==> src/rtl/esg_map.vh <==
/*
 * Register offsets, field positions, reset values, widths and state codes
 * of the engine-synchronous ignition pulse generator.
 * Assumes a 32-bit register port, one aligned word per register.
 */
`ifndef ESG_MAP_VH
`define ESG_MAP_VH

// Byte addresses
`define ESG_OFS_CTRL 8'h00
`define ESG_OFS_LEAD 8'h04
`define ESG_OFS_TRAIL 8'h08
`define ESG_OFS_CUTOFF 8'h0c
`define ESG_OFS_REQ_ON 8'h10
`define ESG_OFS_FLOOR 8'h14
`define ESG_OFS_CEIL 8'h18
`define ESG_OFS_STATUS 8'h1c
`define ESG_OFS_PERIOD 8'h20

// Control fields
`define ESG_CTRL_ENABLE 0
`define ESG_CTRL_WINDOW 1
`define ESG_CTRL_INVERT 2
`define ESG_CTRL_RESET 3'h0

// Status fields
`define ESG_STAT_ACTIVE 0
`define ESG_STAT_STATE_LO 1
`define ESG_STAT_STATE_HI 2
`define ESG_STAT_KEY 3
`define ESG_STAT_CEIL_HIT 4
`define ESG_STAT_FLOOR_EXT 5

// Widths
`define ESG_ON_W 24
`define ESG_CAT_W 16

// Reset values of angles and on-times
`define ESG_ANGLE_RESET 16'h0000
`define ESG_TIME_RESET 24'h000000

// Sequencer states
`define ESG_S_DONE 2'h0
`define ESG_S_ARM 2'h1
`define ESG_S_ON 2'h2
`define ESG_S_HOLD 2'h3

`endif

==> src/rtl/esg_spark_gen.v <==
/*
 * Engine-synchronous ignition command generator: one pulse per engine
 * cycle, placed by crank angle, with on-time floor and ceiling limits.
 * Assumes crank bundle and unlock token synchronous to ref_clk, the token
 * delayed by one register stage, and software writing register values.
 */
// Operation
// - Output is active only while the unlock token is valid; otherwise it sits at the idle level.
// - Pulses only while ignition enable is set; cleared by default.
// - Window select clear: pulse from trail angle and on-time, lead ignored.
// - Window select set: pulse from lead and trail angle, on-time ignored.
// - Polarity clear gives high pulse; set gives low pulse, idle high.
// - Window mode leading edge occurs when crank reaches lead angle.
// - Trailing edge at trail angle unless an on-time limit overrides.
// - On-time mode start computed from on-time and speed, back from trail.
// - Trail angle beats requested on-time when speed changes mid-pulse.
// - Pulse held past trail angle until floor on-time has elapsed.
// - Pulse ended at once when ceiling on-time is reached.
// - Cutoff angle ends all activity and rearms for next cycle.
// - On-times counted in clock ticks, truncated to 24 bits.
// - One Boolean ignition command output for a digital output channel.
// - Logic evaluated every clock; all tick counts reference that clock.
// - Angles in crank ticks; cycle spans the tracker's ticks per cycle.
`include "esg_map.vh"

module esg_spark_gen #(
	parameter CAT_W = `ESG_CAT_W,
	parameter ON_W = `ESG_ON_W
) (
	input wire ref_clk,
	input wire reset,
	input wire [7:0] reg_addr,
	input wire [31:0] reg_wdata,
	input wire reg_wr,
	input wire reg_rd,
	output wire [31:0] reg_rdata,
	input wire key_valid,
	input wire [CAT_W-1:0] crank_pos,
	input wire crank_sync,
	input wire [CAT_W-1:0] cycle_ticks,
	output wire ignition_cmd_out
);
	localparam PROD_W = CAT_W + ON_W;

	// Forward distance in crank ticks, wrapping at the cycle length
	function [CAT_W-1:0] ang_dist;
		input [CAT_W-1:0] from_pos;
		input [CAT_W-1:0] to_pos;
		input [CAT_W-1:0] span;
		begin
			if (to_pos >= from_pos)
				ang_dist = to_pos - from_pos;
			else
				ang_dist = to_pos + span - from_pos;
		end
	endfunction

	// Control and parameter registers
	reg ignition_cmd_enable_reg;
	reg angle_window_select_reg;
	reg invert_polarity_reg;
	reg [CAT_W-1:0] lead_angle_reg;
	reg [CAT_W-1:0] trail_angle_reg;
	reg [CAT_W-1:0] cycle_reset_angle_reg;
	reg [ON_W-1:0] req_on_time_reg;
	reg [ON_W-1:0] floor_on_time_reg;
	reg [ON_W-1:0] ceiling_on_time_reg;
	reg [31:0] rdata_reg;

	// Sequencer state
	reg [1:0] state_reg;
	reg [1:0] state_next;
	reg ceil_hit_reg;
	reg ceil_hit_next;
	reg floor_ext_reg;
	reg floor_ext_next;
	reg out_reg;
	reg timer_clear;

	wire [CAT_W-1:0] step_pos;
	wire pos_step;
	wire [ON_W-1:0] period;
	wire [ON_W-1:0] on_count;
	wire at_lead;
	wire at_trail;
	wire at_cutoff;
	wire allowed;
	wire [CAT_W-1:0] to_trail;
	wire [PROD_W-1:0] eta_ticks;
	wire dwell_due;
	wire floor_met;
	wire ceil_met;
	wire pulse_on;

	esg_speed_meter #(
		.CAT_W(CAT_W),
		.ON_W(ON_W)
	) u_speed (
		.ref_clk(ref_clk),
		.reset(reset),
		.crank_pos(crank_pos),
		.crank_sync(crank_sync),
		.step_pos(step_pos),
		.pos_step(pos_step),
		.period(period)
	);

	esg_on_timer #(
		.ON_W(ON_W)
	) u_timer (
		.ref_clk(ref_clk),
		.reset(reset),
		.clear(timer_clear),
		.run(pulse_on),
		.count(on_count)
	);

	// Register writes; on-times keep their low 24 bits only
	always @(posedge ref_clk)
	begin
		if (reset)
		begin
			ignition_cmd_enable_reg <= 1'b0;
			angle_window_select_reg <= 1'b0;
			invert_polarity_reg <= 1'b0;
			lead_angle_reg <= `ESG_ANGLE_RESET;
			trail_angle_reg <= `ESG_ANGLE_RESET;
			cycle_reset_angle_reg <= `ESG_ANGLE_RESET;
			req_on_time_reg <= `ESG_TIME_RESET;
			floor_on_time_reg <= `ESG_TIME_RESET;
			ceiling_on_time_reg <= `ESG_TIME_RESET;
		end
		else if (reg_wr)
		begin
			case (reg_addr)
				`ESG_OFS_CTRL:
				begin
					ignition_cmd_enable_reg <= reg_wdata[`ESG_CTRL_ENABLE];
					angle_window_select_reg <= reg_wdata[`ESG_CTRL_WINDOW];
					invert_polarity_reg <= reg_wdata[`ESG_CTRL_INVERT];
				end
				`ESG_OFS_LEAD:
					lead_angle_reg <= reg_wdata[CAT_W-1:0];
				`ESG_OFS_TRAIL:
					trail_angle_reg <= reg_wdata[CAT_W-1:0];
				`ESG_OFS_CUTOFF:
					cycle_reset_angle_reg <= reg_wdata[CAT_W-1:0];
				`ESG_OFS_REQ_ON:
					req_on_time_reg <= reg_wdata[ON_W-1:0];
				`ESG_OFS_FLOOR:
					floor_on_time_reg <= reg_wdata[ON_W-1:0];
				`ESG_OFS_CEIL:
					ceiling_on_time_reg <= reg_wdata[ON_W-1:0];
				default:
					;
			endcase
		end
	end

	// Register reads, data in the following cycle only
	always @(posedge ref_clk)
	begin
		if (reset)
			rdata_reg <= 32'h00000000;
		else if (reg_rd)
		begin
			rdata_reg <= 32'h00000000;
			case (reg_addr)
				`ESG_OFS_CTRL:
				begin
					rdata_reg[`ESG_CTRL_ENABLE] <= ignition_cmd_enable_reg;
					rdata_reg[`ESG_CTRL_WINDOW] <= angle_window_select_reg;
					rdata_reg[`ESG_CTRL_INVERT] <= invert_polarity_reg;
				end
				`ESG_OFS_LEAD:
					rdata_reg[CAT_W-1:0] <= lead_angle_reg;
				`ESG_OFS_TRAIL:
					rdata_reg[CAT_W-1:0] <= trail_angle_reg;
				`ESG_OFS_CUTOFF:
					rdata_reg[CAT_W-1:0] <= cycle_reset_angle_reg;
				`ESG_OFS_REQ_ON:
					rdata_reg[ON_W-1:0] <= req_on_time_reg;
				`ESG_OFS_FLOOR:
					rdata_reg[ON_W-1:0] <= floor_on_time_reg;
				`ESG_OFS_CEIL:
					rdata_reg[ON_W-1:0] <= ceiling_on_time_reg;
				`ESG_OFS_STATUS:
				begin
					rdata_reg[`ESG_STAT_ACTIVE] <= pulse_on;
					rdata_reg[`ESG_STAT_STATE_HI:`ESG_STAT_STATE_LO] <= state_reg;
					rdata_reg[`ESG_STAT_KEY] <= key_valid;
					rdata_reg[`ESG_STAT_CEIL_HIT] <= ceil_hit_reg;
					rdata_reg[`ESG_STAT_FLOOR_EXT] <= floor_ext_reg;
				end
				`ESG_OFS_PERIOD:
					rdata_reg[ON_W-1:0] <= period;
				default:
					rdata_reg <= 32'h00000000;
			endcase
		end
		else
			rdata_reg <= 32'h00000000;
	end

	assign reg_rdata = rdata_reg;

	// Angle events, taken on each new crank tick position
	assign at_lead = pos_step && (step_pos == lead_angle_reg);
	assign at_trail = pos_step && (step_pos == trail_angle_reg);
	assign at_cutoff = pos_step && (step_pos == cycle_reset_angle_reg);
	assign allowed = key_valid && ignition_cmd_enable_reg;

	// Time left to the trail angle at the latest measured speed
	assign to_trail = ang_dist(step_pos, trail_angle_reg, cycle_ticks);
	assign eta_ticks = to_trail * period;
	assign dwell_due = pos_step && (eta_ticks <= {{CAT_W{1'b0}}, req_on_time_reg});

	assign floor_met = on_count >= floor_on_time_reg;
	assign ceil_met = on_count >= ceiling_on_time_reg;
	assign pulse_on = (state_reg == `ESG_S_ON) || (state_reg == `ESG_S_HOLD);

	// Sequencer: cutoff rearms, limits end the pulse, trail ends it
	always @*
	begin
		state_next = state_reg;
		ceil_hit_next = ceil_hit_reg;
		floor_ext_next = floor_ext_reg;
		timer_clear = 1'b0;
		case (state_reg)
			`ESG_S_DONE:
				;
			`ESG_S_ARM:
			begin
				if (allowed)
				begin
					if (angle_window_select_reg)
					begin
						// Trail before lead means no pulse this cycle
						if (at_lead && !at_trail)
							state_next = `ESG_S_ON;
						else if (at_trail)
							state_next = `ESG_S_DONE;
					end
					else if (at_trail)
						state_next = `ESG_S_DONE;
					else if (dwell_due)
						state_next = `ESG_S_ON;
				end
			end
			`ESG_S_ON:
			begin
				if (!allowed)
					state_next = `ESG_S_DONE;
				else if (ceil_met)
				begin
					state_next = `ESG_S_DONE;
					ceil_hit_next = 1'b1;
				end
				else if (at_trail)
				begin
					// Trail angle wins over requested on-time
					if (floor_met)
						state_next = `ESG_S_DONE;
					else
					begin
						state_next = `ESG_S_HOLD;
						floor_ext_next = 1'b1;
					end
				end
			end
			`ESG_S_HOLD:
			begin
				if (!allowed)
					state_next = `ESG_S_DONE;
				else if (ceil_met)
				begin
					state_next = `ESG_S_DONE;
					ceil_hit_next = 1'b1;
				end
				else if (floor_met)
					state_next = `ESG_S_DONE;
			end
			default:
				state_next = `ESG_S_DONE;
		endcase
		// Cutoff overrides everything and rearms the cycle
		if (at_cutoff)
		begin
			state_next = `ESG_S_ARM;
			ceil_hit_next = 1'b0;
			floor_ext_next = 1'b0;
			timer_clear = 1'b1;
		end
		else if (state_reg == `ESG_S_ARM)
			timer_clear = 1'b1;
	end

	always @(posedge ref_clk)
	begin
		if (reset)
		begin
			// Wait for a cutoff so no partial pulse follows reset
			state_reg <= `ESG_S_DONE;
			ceil_hit_reg <= 1'b0;
			floor_ext_reg <= 1'b0;
		end
		else
		begin
			state_reg <= state_next;
			ceil_hit_reg <= ceil_hit_next;
			floor_ext_reg <= floor_ext_next;
		end
	end

	// Registered command; idle level follows polarity
	always @(posedge ref_clk)
	begin
		if (reset)
			out_reg <= 1'b0;
		else
			out_reg <= (pulse_on && allowed) ^ invert_polarity_reg;
	end

	assign ignition_cmd_out = out_reg;
endmodule // esg_spark_gen

==> src/rtl/esg_speed_meter.v <==
/*
 * Crank speed meter: clocks between successive crank tick positions.
 * Assumes crank position and its valid flag are synchronous to ref_clk.
 */
module esg_speed_meter #(
	parameter CAT_W = 16,
	parameter ON_W = 24
) (
	input wire ref_clk,
	input wire reset,
	input wire [CAT_W-1:0] crank_pos,
	input wire crank_sync,
	output wire [CAT_W-1:0] step_pos,
	output wire pos_step,
	output wire [ON_W-1:0] period
);
	reg [CAT_W-1:0] last_pos_reg;
	reg [ON_W-1:0] run_reg;
	reg [ON_W-1:0] period_reg;
	reg step_reg;
	wire moved;

	assign moved = crank_sync && (crank_pos != last_pos_reg);
	assign step_pos = last_pos_reg;
	assign pos_step = step_reg;
	assign period = period_reg;

	always @(posedge ref_clk)
	begin
		if (reset)
		begin
			last_pos_reg <= {CAT_W{1'b0}};
			run_reg <= {ON_W{1'b0}};
			period_reg <= {ON_W{1'b1}};
			step_reg <= 1'b0;
		end
		else
		begin
			step_reg <= moved;
			last_pos_reg <= crank_pos;
			if (moved)
			begin
				period_reg <= run_reg;
				run_reg <= {{(ON_W-1){1'b0}}, 1'b1};
			end
			// Saturate so a stalled engine reads as very slow
			else if (run_reg != {ON_W{1'b1}})
				run_reg <= run_reg + {{(ON_W-1){1'b0}}, 1'b1};
		end
	end
endmodule // esg_speed_meter

==> src/rtl/esg_on_timer.v <==
/*
 * Saturating on-time counter in clock ticks.
 * Assumes clear and run come from the sequencer in the same clock domain.
 */
module esg_on_timer #(
	parameter ON_W = 24
) (
	input wire ref_clk,
	input wire reset,
	input wire clear,
	input wire run,
	output wire [ON_W-1:0] count
);
	reg [ON_W-1:0] count_reg;

	assign count = count_reg;

	always @(posedge ref_clk)
	begin
		if (reset || clear)
			count_reg <= {ON_W{1'b0}};
		else if (run && (count_reg != {ON_W{1'b1}}))
			count_reg <= count_reg + {{(ON_W-1){1'b0}}, 1'b1};
	end
endmodule // esg_on_timer

==> config.mk <==
export PLATFORM = sky130hd
export DESIGN_NAME = esg_spark_gen
export DESIGN_NICKNAME = d
export VERILOG_FILES = /design/src/rtl/esg_spark_gen.v /design/src/rtl/esg_speed_meter.v /design/src/rtl/esg_on_timer.v
export VERILOG_INCLUDE_DIRS = /design/src /design/src/rtl
export SDC_FILE = /design/constraint.sdc
export NUM_CORES = 2
export LEC_CHECK = 0
export ABC_AREA = 1
export BUFFER_PORTS_ARGS = -buffer_cell sky130_fd_sc_hd__clkbuf_2
export CORE_AREA = 8 8 346 213
export DETAILED_ROUTE_END_ITERATION = 7
export DIE_AREA = 0 0 354 221
export GPL_TIMING_DRIVEN = 0
export SLEW_MARGIN = 20
export SYNTH_ARGS = -nofsm -noshare
export SYNTH_HDL_FRONTEND = slang
export SYNTH_SLANG_ARGS = --single-unit
==> constraint.sdc <==
create_clock -name ref_clk -period 13.2 [get_ports ref_clk]
set_clock_uncertainty 0.2 [all_clocks]
set_input_delay 2.64 -clock ref_clk [delete_from_list [all_inputs] [get_ports ref_clk]]
set_output_delay 2.64 -clock ref_clk [all_outputs]
set_load 0.05 [all_outputs]
# ---- Word level (Yosys, flattened, before mapping)
# Cells that the tools add are included.
dict set report totals {
  reg_bits 249
  inputBits 78
  output_inout_bits 33
  word_cells 118
}
dict set report op_classes {
  n_addsub 5
  mul 1
  magnitude_cmp 4
  eq_ne 27
  n_mux 24
  bitwise_logic 4
  reduce_logical 31
}
# cell n
set op_table {}
lappend op_table {{$pmux 10 s7} 1}
lappend op_table {{$add 24x1->24 const B} 2}
lappend op_table {{$eq 16x16->1} 3}
lappend op_table {{$ge 24x24->1} 2}
lappend op_table {{$ne 24x24->1 const B} 2}
lappend op_table {{$le 40x24->1} 1}
lappend op_table {{$mul 16x24->40} 1}
lappend op_table {{$eq 8x5->1 const B} 4}
lappend op_table {{$pmux 8 s4} 1}
lappend op_table {{$sub 16x16->16} 2}
lappend op_table {{$pmux 3 s9} 1}
lappend op_table {{$mux 2} 13}
lappend op_table {{$pmux 3 s8} 1}
lappend op_table {{$ne 5x5->1 const B} 4}
lappend op_table {{$add 16x16->16} 1}
lappend op_table {{$eq 8x4->1 const B} 2}
lappend op_table {{$ge 16x16->1} 1}
lappend op_table {{$mux 16} 1}
lappend op_table {{$ne 16x16->1} 1}
lappend op_table {{$ne 4x4->1 const B} 4}
lappend op_table {{$reduce_and 2->1} 7}
lappend op_table {{$reduce_and 6->1} 2}
lappend op_table {{$logic_and 1x1->1} 9}
lappend op_table {{$eq 8x3->1 const B} 1}
lappend op_table {{other kinds (18)} 29}

# ---- Longest topological paths before layout
dict set report depth {
  ltp_word 12
  depth_mapped 58
  mapped_depth_nobuf 57
}

# ---- Cells and area by module
# From an unflattened synthesis, not the netlist that was laid out.
dict set report unflattened {
  cells_unflattened 3908
  hier_area_um2 27921.8
}
# mod instances cells_each area_each_um2 seq_area_each_um2
set modules_own_cells {}
lappend modules_own_cells {esg_spark_gen 1 3241 23403.7 3042.9}
lappend modules_own_cells {esg_speed_meter 1 434 3027.9 1301.2}
lappend modules_own_cells {esg_on_timer 1 233 1490.2 480.5}

# ---- Worst setup path after synthesis
# No wires, ideal clock.
dict set report synth_timing {
  path_type {in2reg}
  startpoint {input cycle_ticks[3]}
  endpoint {register state_reg[1]}
  setup_time_ps 114
  arrival_ps 10579
  required_time_ps 12886
  path_slack_ps 2308
  stages 52
  n_path_buf 1
  cell_sequence {inv_1 > fa_1 > inv_1 > ha_1 > a21oi_1 > o21ai_0 > a21oi_1 > o21ai_1 > nand3_1 > nand2_1 > nand3_1 > nand2_1 > xor2_1 > nand2_1 > nand2_1 > inv_2 > buf_2 > nand2_1 > [... 16 more ...] > nand3b_1 > xor2_1 > ha_1 > nand2_1 > nor2_1 > nand4_1 > nor2_1 > nand3_1 > nand2_1 > nand3_1 > nor2_1 > nand3_1 > nor2_1 > nand2_1 > nand2_1 > nand3_1 > a21oi_1 > nor2_1}
}
dict set report synth_via {
  elab_chain_len 8
}
# item line_no
set synth_lines {}
lappend synth_lines {{from (decl)} esg_spark_gen.v:40} ;# input wire [CAT_W-1:0] cycle_ticks,
lappend synth_lines {{$add 16x16->16} esg_spark_gen.v:54} ;# ang_dist = to_pos + span - from_pos;
lappend synth_lines {{$sub 16x16->16} esg_spark_gen.v:54}
lappend synth_lines {{$mux 16} esg_spark_gen.v:51} ;# if (to_pos >= from_pos)
lappend synth_lines {{$mul 16x24->40} esg_spark_gen.v:215} ;# assign eta_ticks = to_trail * period;
lappend synth_lines {{$le 40x24->1} esg_spark_gen.v:216} ;# assign dwell_due = pos_step && (eta_ticks <= {{CAT_W{1'b0}}, req_on_time_reg});
lappend synth_lines {{$logic_and 1x1->1} esg_spark_gen.v:216}
lappend synth_lines {{$ne 4x4->1 (no line)} -}
lappend synth_lines {{$reduce_and 6->1 (no line)} -}
lappend synth_lines {{to (signal assigned)} esg_spark_gen.v:303} ;# state_reg <= `ESG_S_DONE;
lappend synth_lines {{to (signal assigned)} esg_spark_gen.v:309} ;# state_reg <= state_next;
lappend synth_lines {{to (decl)} esg_spark_gen.v:71} ;# reg [1:0] state_reg;
# Every way passes these cells.
# A chain may end at the register's enable or synchronous reset.

# ---- Worst setup path after layout
dict set report layout_timing {
  startpoint {input cycle_ticks[3]}
  endpoint {register state_reg[0]}
}
dict set report layout_via {
  elab_chain_len 8
}
# item line_no
set layout_lines {}
lappend layout_lines {{$add 16x16->16} esg_spark_gen.v:54}
lappend layout_lines {{$sub 16x16->16} esg_spark_gen.v:54}
lappend layout_lines {{$mux 16} esg_spark_gen.v:51}
lappend layout_lines {{$mul 16x24->40} esg_spark_gen.v:215}
lappend layout_lines {{$le 40x24->1} esg_spark_gen.v:216}
lappend layout_lines {{$logic_and 1x1->1} esg_spark_gen.v:216}
lappend layout_lines {{$ne 5x5->1 (no line)} -}
lappend layout_lines {{$reduce_and 6->1 (no line)} -}
# Every way passes these cells.

==> impl_metrics.py <==
metrics = {
    "status": {
        "status": "completed",
    },
    "cts": {
        "post_cts_resize_count": 0,
        "holdBufCountCts": 0,
        "cts_tree": "done",
        "ctsHtreeMaxLevel": 1,
        "cts_made_buffers": 22,
        "clk-insertion-delay-late_ns": 0.59,
        "cts.sinks": 241,
        "root_buffer": "clkbuf_16",
        "path_clk_slew_ns": 0.07,
        "postCtsSetupRepairBufs": 0,
        "cts.path.max_buffers": 3,
    },
    "timing": {
        "fin_crit_sh_pct": 95.7,
        "setup_viol": 0,
        "clock.fmax_mhz": 79.1,
        "max_slew.worst_pin.slew_ns": 1.07,
        "slew_headroom_pct": 28.5,
        "final.setup.worst_slack_ns": 0.562,
        "drv_slew": 0,
        "finalSetupTns_ns": 0,
        "period_minus_slack_ns": 12.64,
        "timing.final.hold_violations": 0,
    },
    "synth": {
        "synth_cells": 3708,
        "syn-cell-area_um2": 27100,
        "netlist_top_cells_area": "fa_1, dfxtp_1, inv_1",
        "synth_edf_count": 0,
        "yosysWarnings": 0,
        "ys_types": 58,
        "synth.avg_cell_area_um2": 7.31,
        "async_reset_ff_share_pct": 0,
        "synth_top_area_share_pct": 23.8,
        "synth_seq_cells": 241,
        "seq_area_frac_synth_pct": 17.8,
        "synth_ff_type": "dfxtp_1",
        "yosysTopAreaCell": "fa_1",
    },
    "floorplanning": {
        "die_h_um": 221,
        "ios": 111,
        "die_width_um": 354,
        "die_area_um2": 78200,
        "start_util_pct": 39.4,
        "coreArea_um2": 68900,
        "rows": 75,
    },
    "worst_setup_path": {
        "path_max_fanout": 10,
        "end_kind": "register",
        "r2r_setup_slack_ns": 1.92,
        "critPathRequiredTime_ns": 13.44,
        "cp_slowest_cell": "fa_1",
        "criticalPathCategory": "in -> reg",
        "cp_slowest_stage_delay_ns": 0.68,
        "cpMostUsedCell": "nand2_1",
        "crit_arrival_ns": 12.88,
        "crit_buf_inv": 10,
        "worst_setup_path_start_kind": "input pin",
        "cp_top_family": "adder cells",
    },
    "grt": {
        "grtUsageMet2_pct": 30.2,
        "grt_max_degree": 17,
        "busiest_layer": "met1",
        "antenna_found_initial": 3,
        "grtUsageTotal_pct": 25.9,
        "grt_overflow_total": 0,
        "use_met3_pct": 13.4,
        "grt_pass1_vias": 23600,
        "grt_use_met1_pct": 41.1,
        "grt_pass1_wl_um": 155000,
    },
    "run": {
        "cap_violations": 0,
    },
    "layout": {
        "final_nets": 4450,
        "layout_common_cells": "inv_1, nand2_1, nor2_1, fa_1, a21oi_1",
        "final_util_pct": 42.9,
        "area_growth_pct": 8.99,
        "final_common_cell": "inv_1",
        "layout-drive-gt1-share_pct": 6.47,
    },
    "route": {
        "antenna_left": 0,
        "wl_per_cell_um": 21.7,
        "wl_um": 104000,
        "drtIter0Drc": 2836,
        "vias_per_cell": 5.29,
        "dr.pass1.iters": 5,
        "num_vias": 25300,
        "drc": 0,
    },
    "placement": {
        "dp_hpwl_um": 86700,
        "place_congestion": 1.06,
        "pre_cts_slack_ns": 0.0602,
        "port_buffers": 94,
    },
    "worst_hold_path": {
        "hold_class": "reg -> reg",
    },
}
==> stage by stage <==
step / instance area (um2) / hold WS, ns / cells
floorplan: 27100 / 0.235 / 3715
global placement: 28800 / 0.256 / 4733
detailed placement: 28800 / 0.259 / 4733
CTS: 29500 / 0.276 / 4772
global route: 29500 / 0.305 / 4772
finish: 29500 / 0.284 / 4774
==> worst min-delay path, stage by stage, from the launching register on <==
cell,delay (ns)
dfxtp_1,0.30
inv_1,0.07
a21oi_1,0.06
==> layer usage <==
| layer | vias up | routed length, um |
|---|---|---|
| met4 | 6 | 1280 |
| li1 | 11700 | - |
| met2 | 1413 | 34800 |
| met3 | 111 | 17600 |
| met5 | - | 31 |
| met1 | 12000 | 49900 |
==> final timing paths <==
path,endpoint,cells after the start,startpoint
max,state_reg[0],53,cycle_ticks[3]
min,ceil_hit_reg,2,ceil_hit_reg
max reg2reg,state_reg[0],49,u_speed.step_pos[5]
min reg2reg,ceil_hit_reg,2,ceil_hit_reg
==> Yosys cell counts (14+ instances only) <==
| master | number |
|---|---|
| inv_1 | 809 |
| nand2_1 | 737 |
| nor2_1 | 354 |
| fa_1 | 322 |
| a21oi_1 | 257 |
| dfxtp_1 | 241 |
| ha_1 | 217 |
| o21ai_0 | 171 |
| clkbuf_1 | 72 |
| nand3_1 | 67 |
| xor2_1 | 61 |
| o22ai_1 | 44 |
| nor3_1 | 38 |
| nand4_1 | 35 |
| buf_2 | 27 |
| xnor2_1 | 26 |
| a22oi_1 | 20 |
| inv_2 | 20 |
| a221oi_1 | 17 |
| nand2_2 | 17 |
| nor4_1 | 14 |
==> area by class of cell <==
| class | count | area (um2) |
|---|---|---|
| buffer | 119 | 567 |
| inverter | 837 | 3140 |
| sequential | 241 | 4820 |
| multi-input combinational | 2518 | 18600 |
| fill | 7237 | 39300 |
| timing repair buffer | 94 | 470 |
| tap | 924 | 1160 |
| antenna | 2 | 5.00 |
| clock inverter | 7 | 91.3 |
| clock buffer | 32 | 669 |
==> kinds of logic (layout without fill, tap and decap cells) <==
family | Yosys count | after routing | share of synthesized area [%]
compound gates | 572 | 572 | 11.8
xor+xnor | 87 | 87 | 2.81
fa+ha+maj | 539 | 539 | 33.8
buf+inv | 956 | 1089 | 13.7
flops | 241 | 241 | 17.8
other cells | 1 | 10 | 0.0138
simple gates | 1312 | 1312 | 20.1
Power is not shown: default switching activity piles up to over one toggle a cycle in this logic, so the estimate is an artifact.
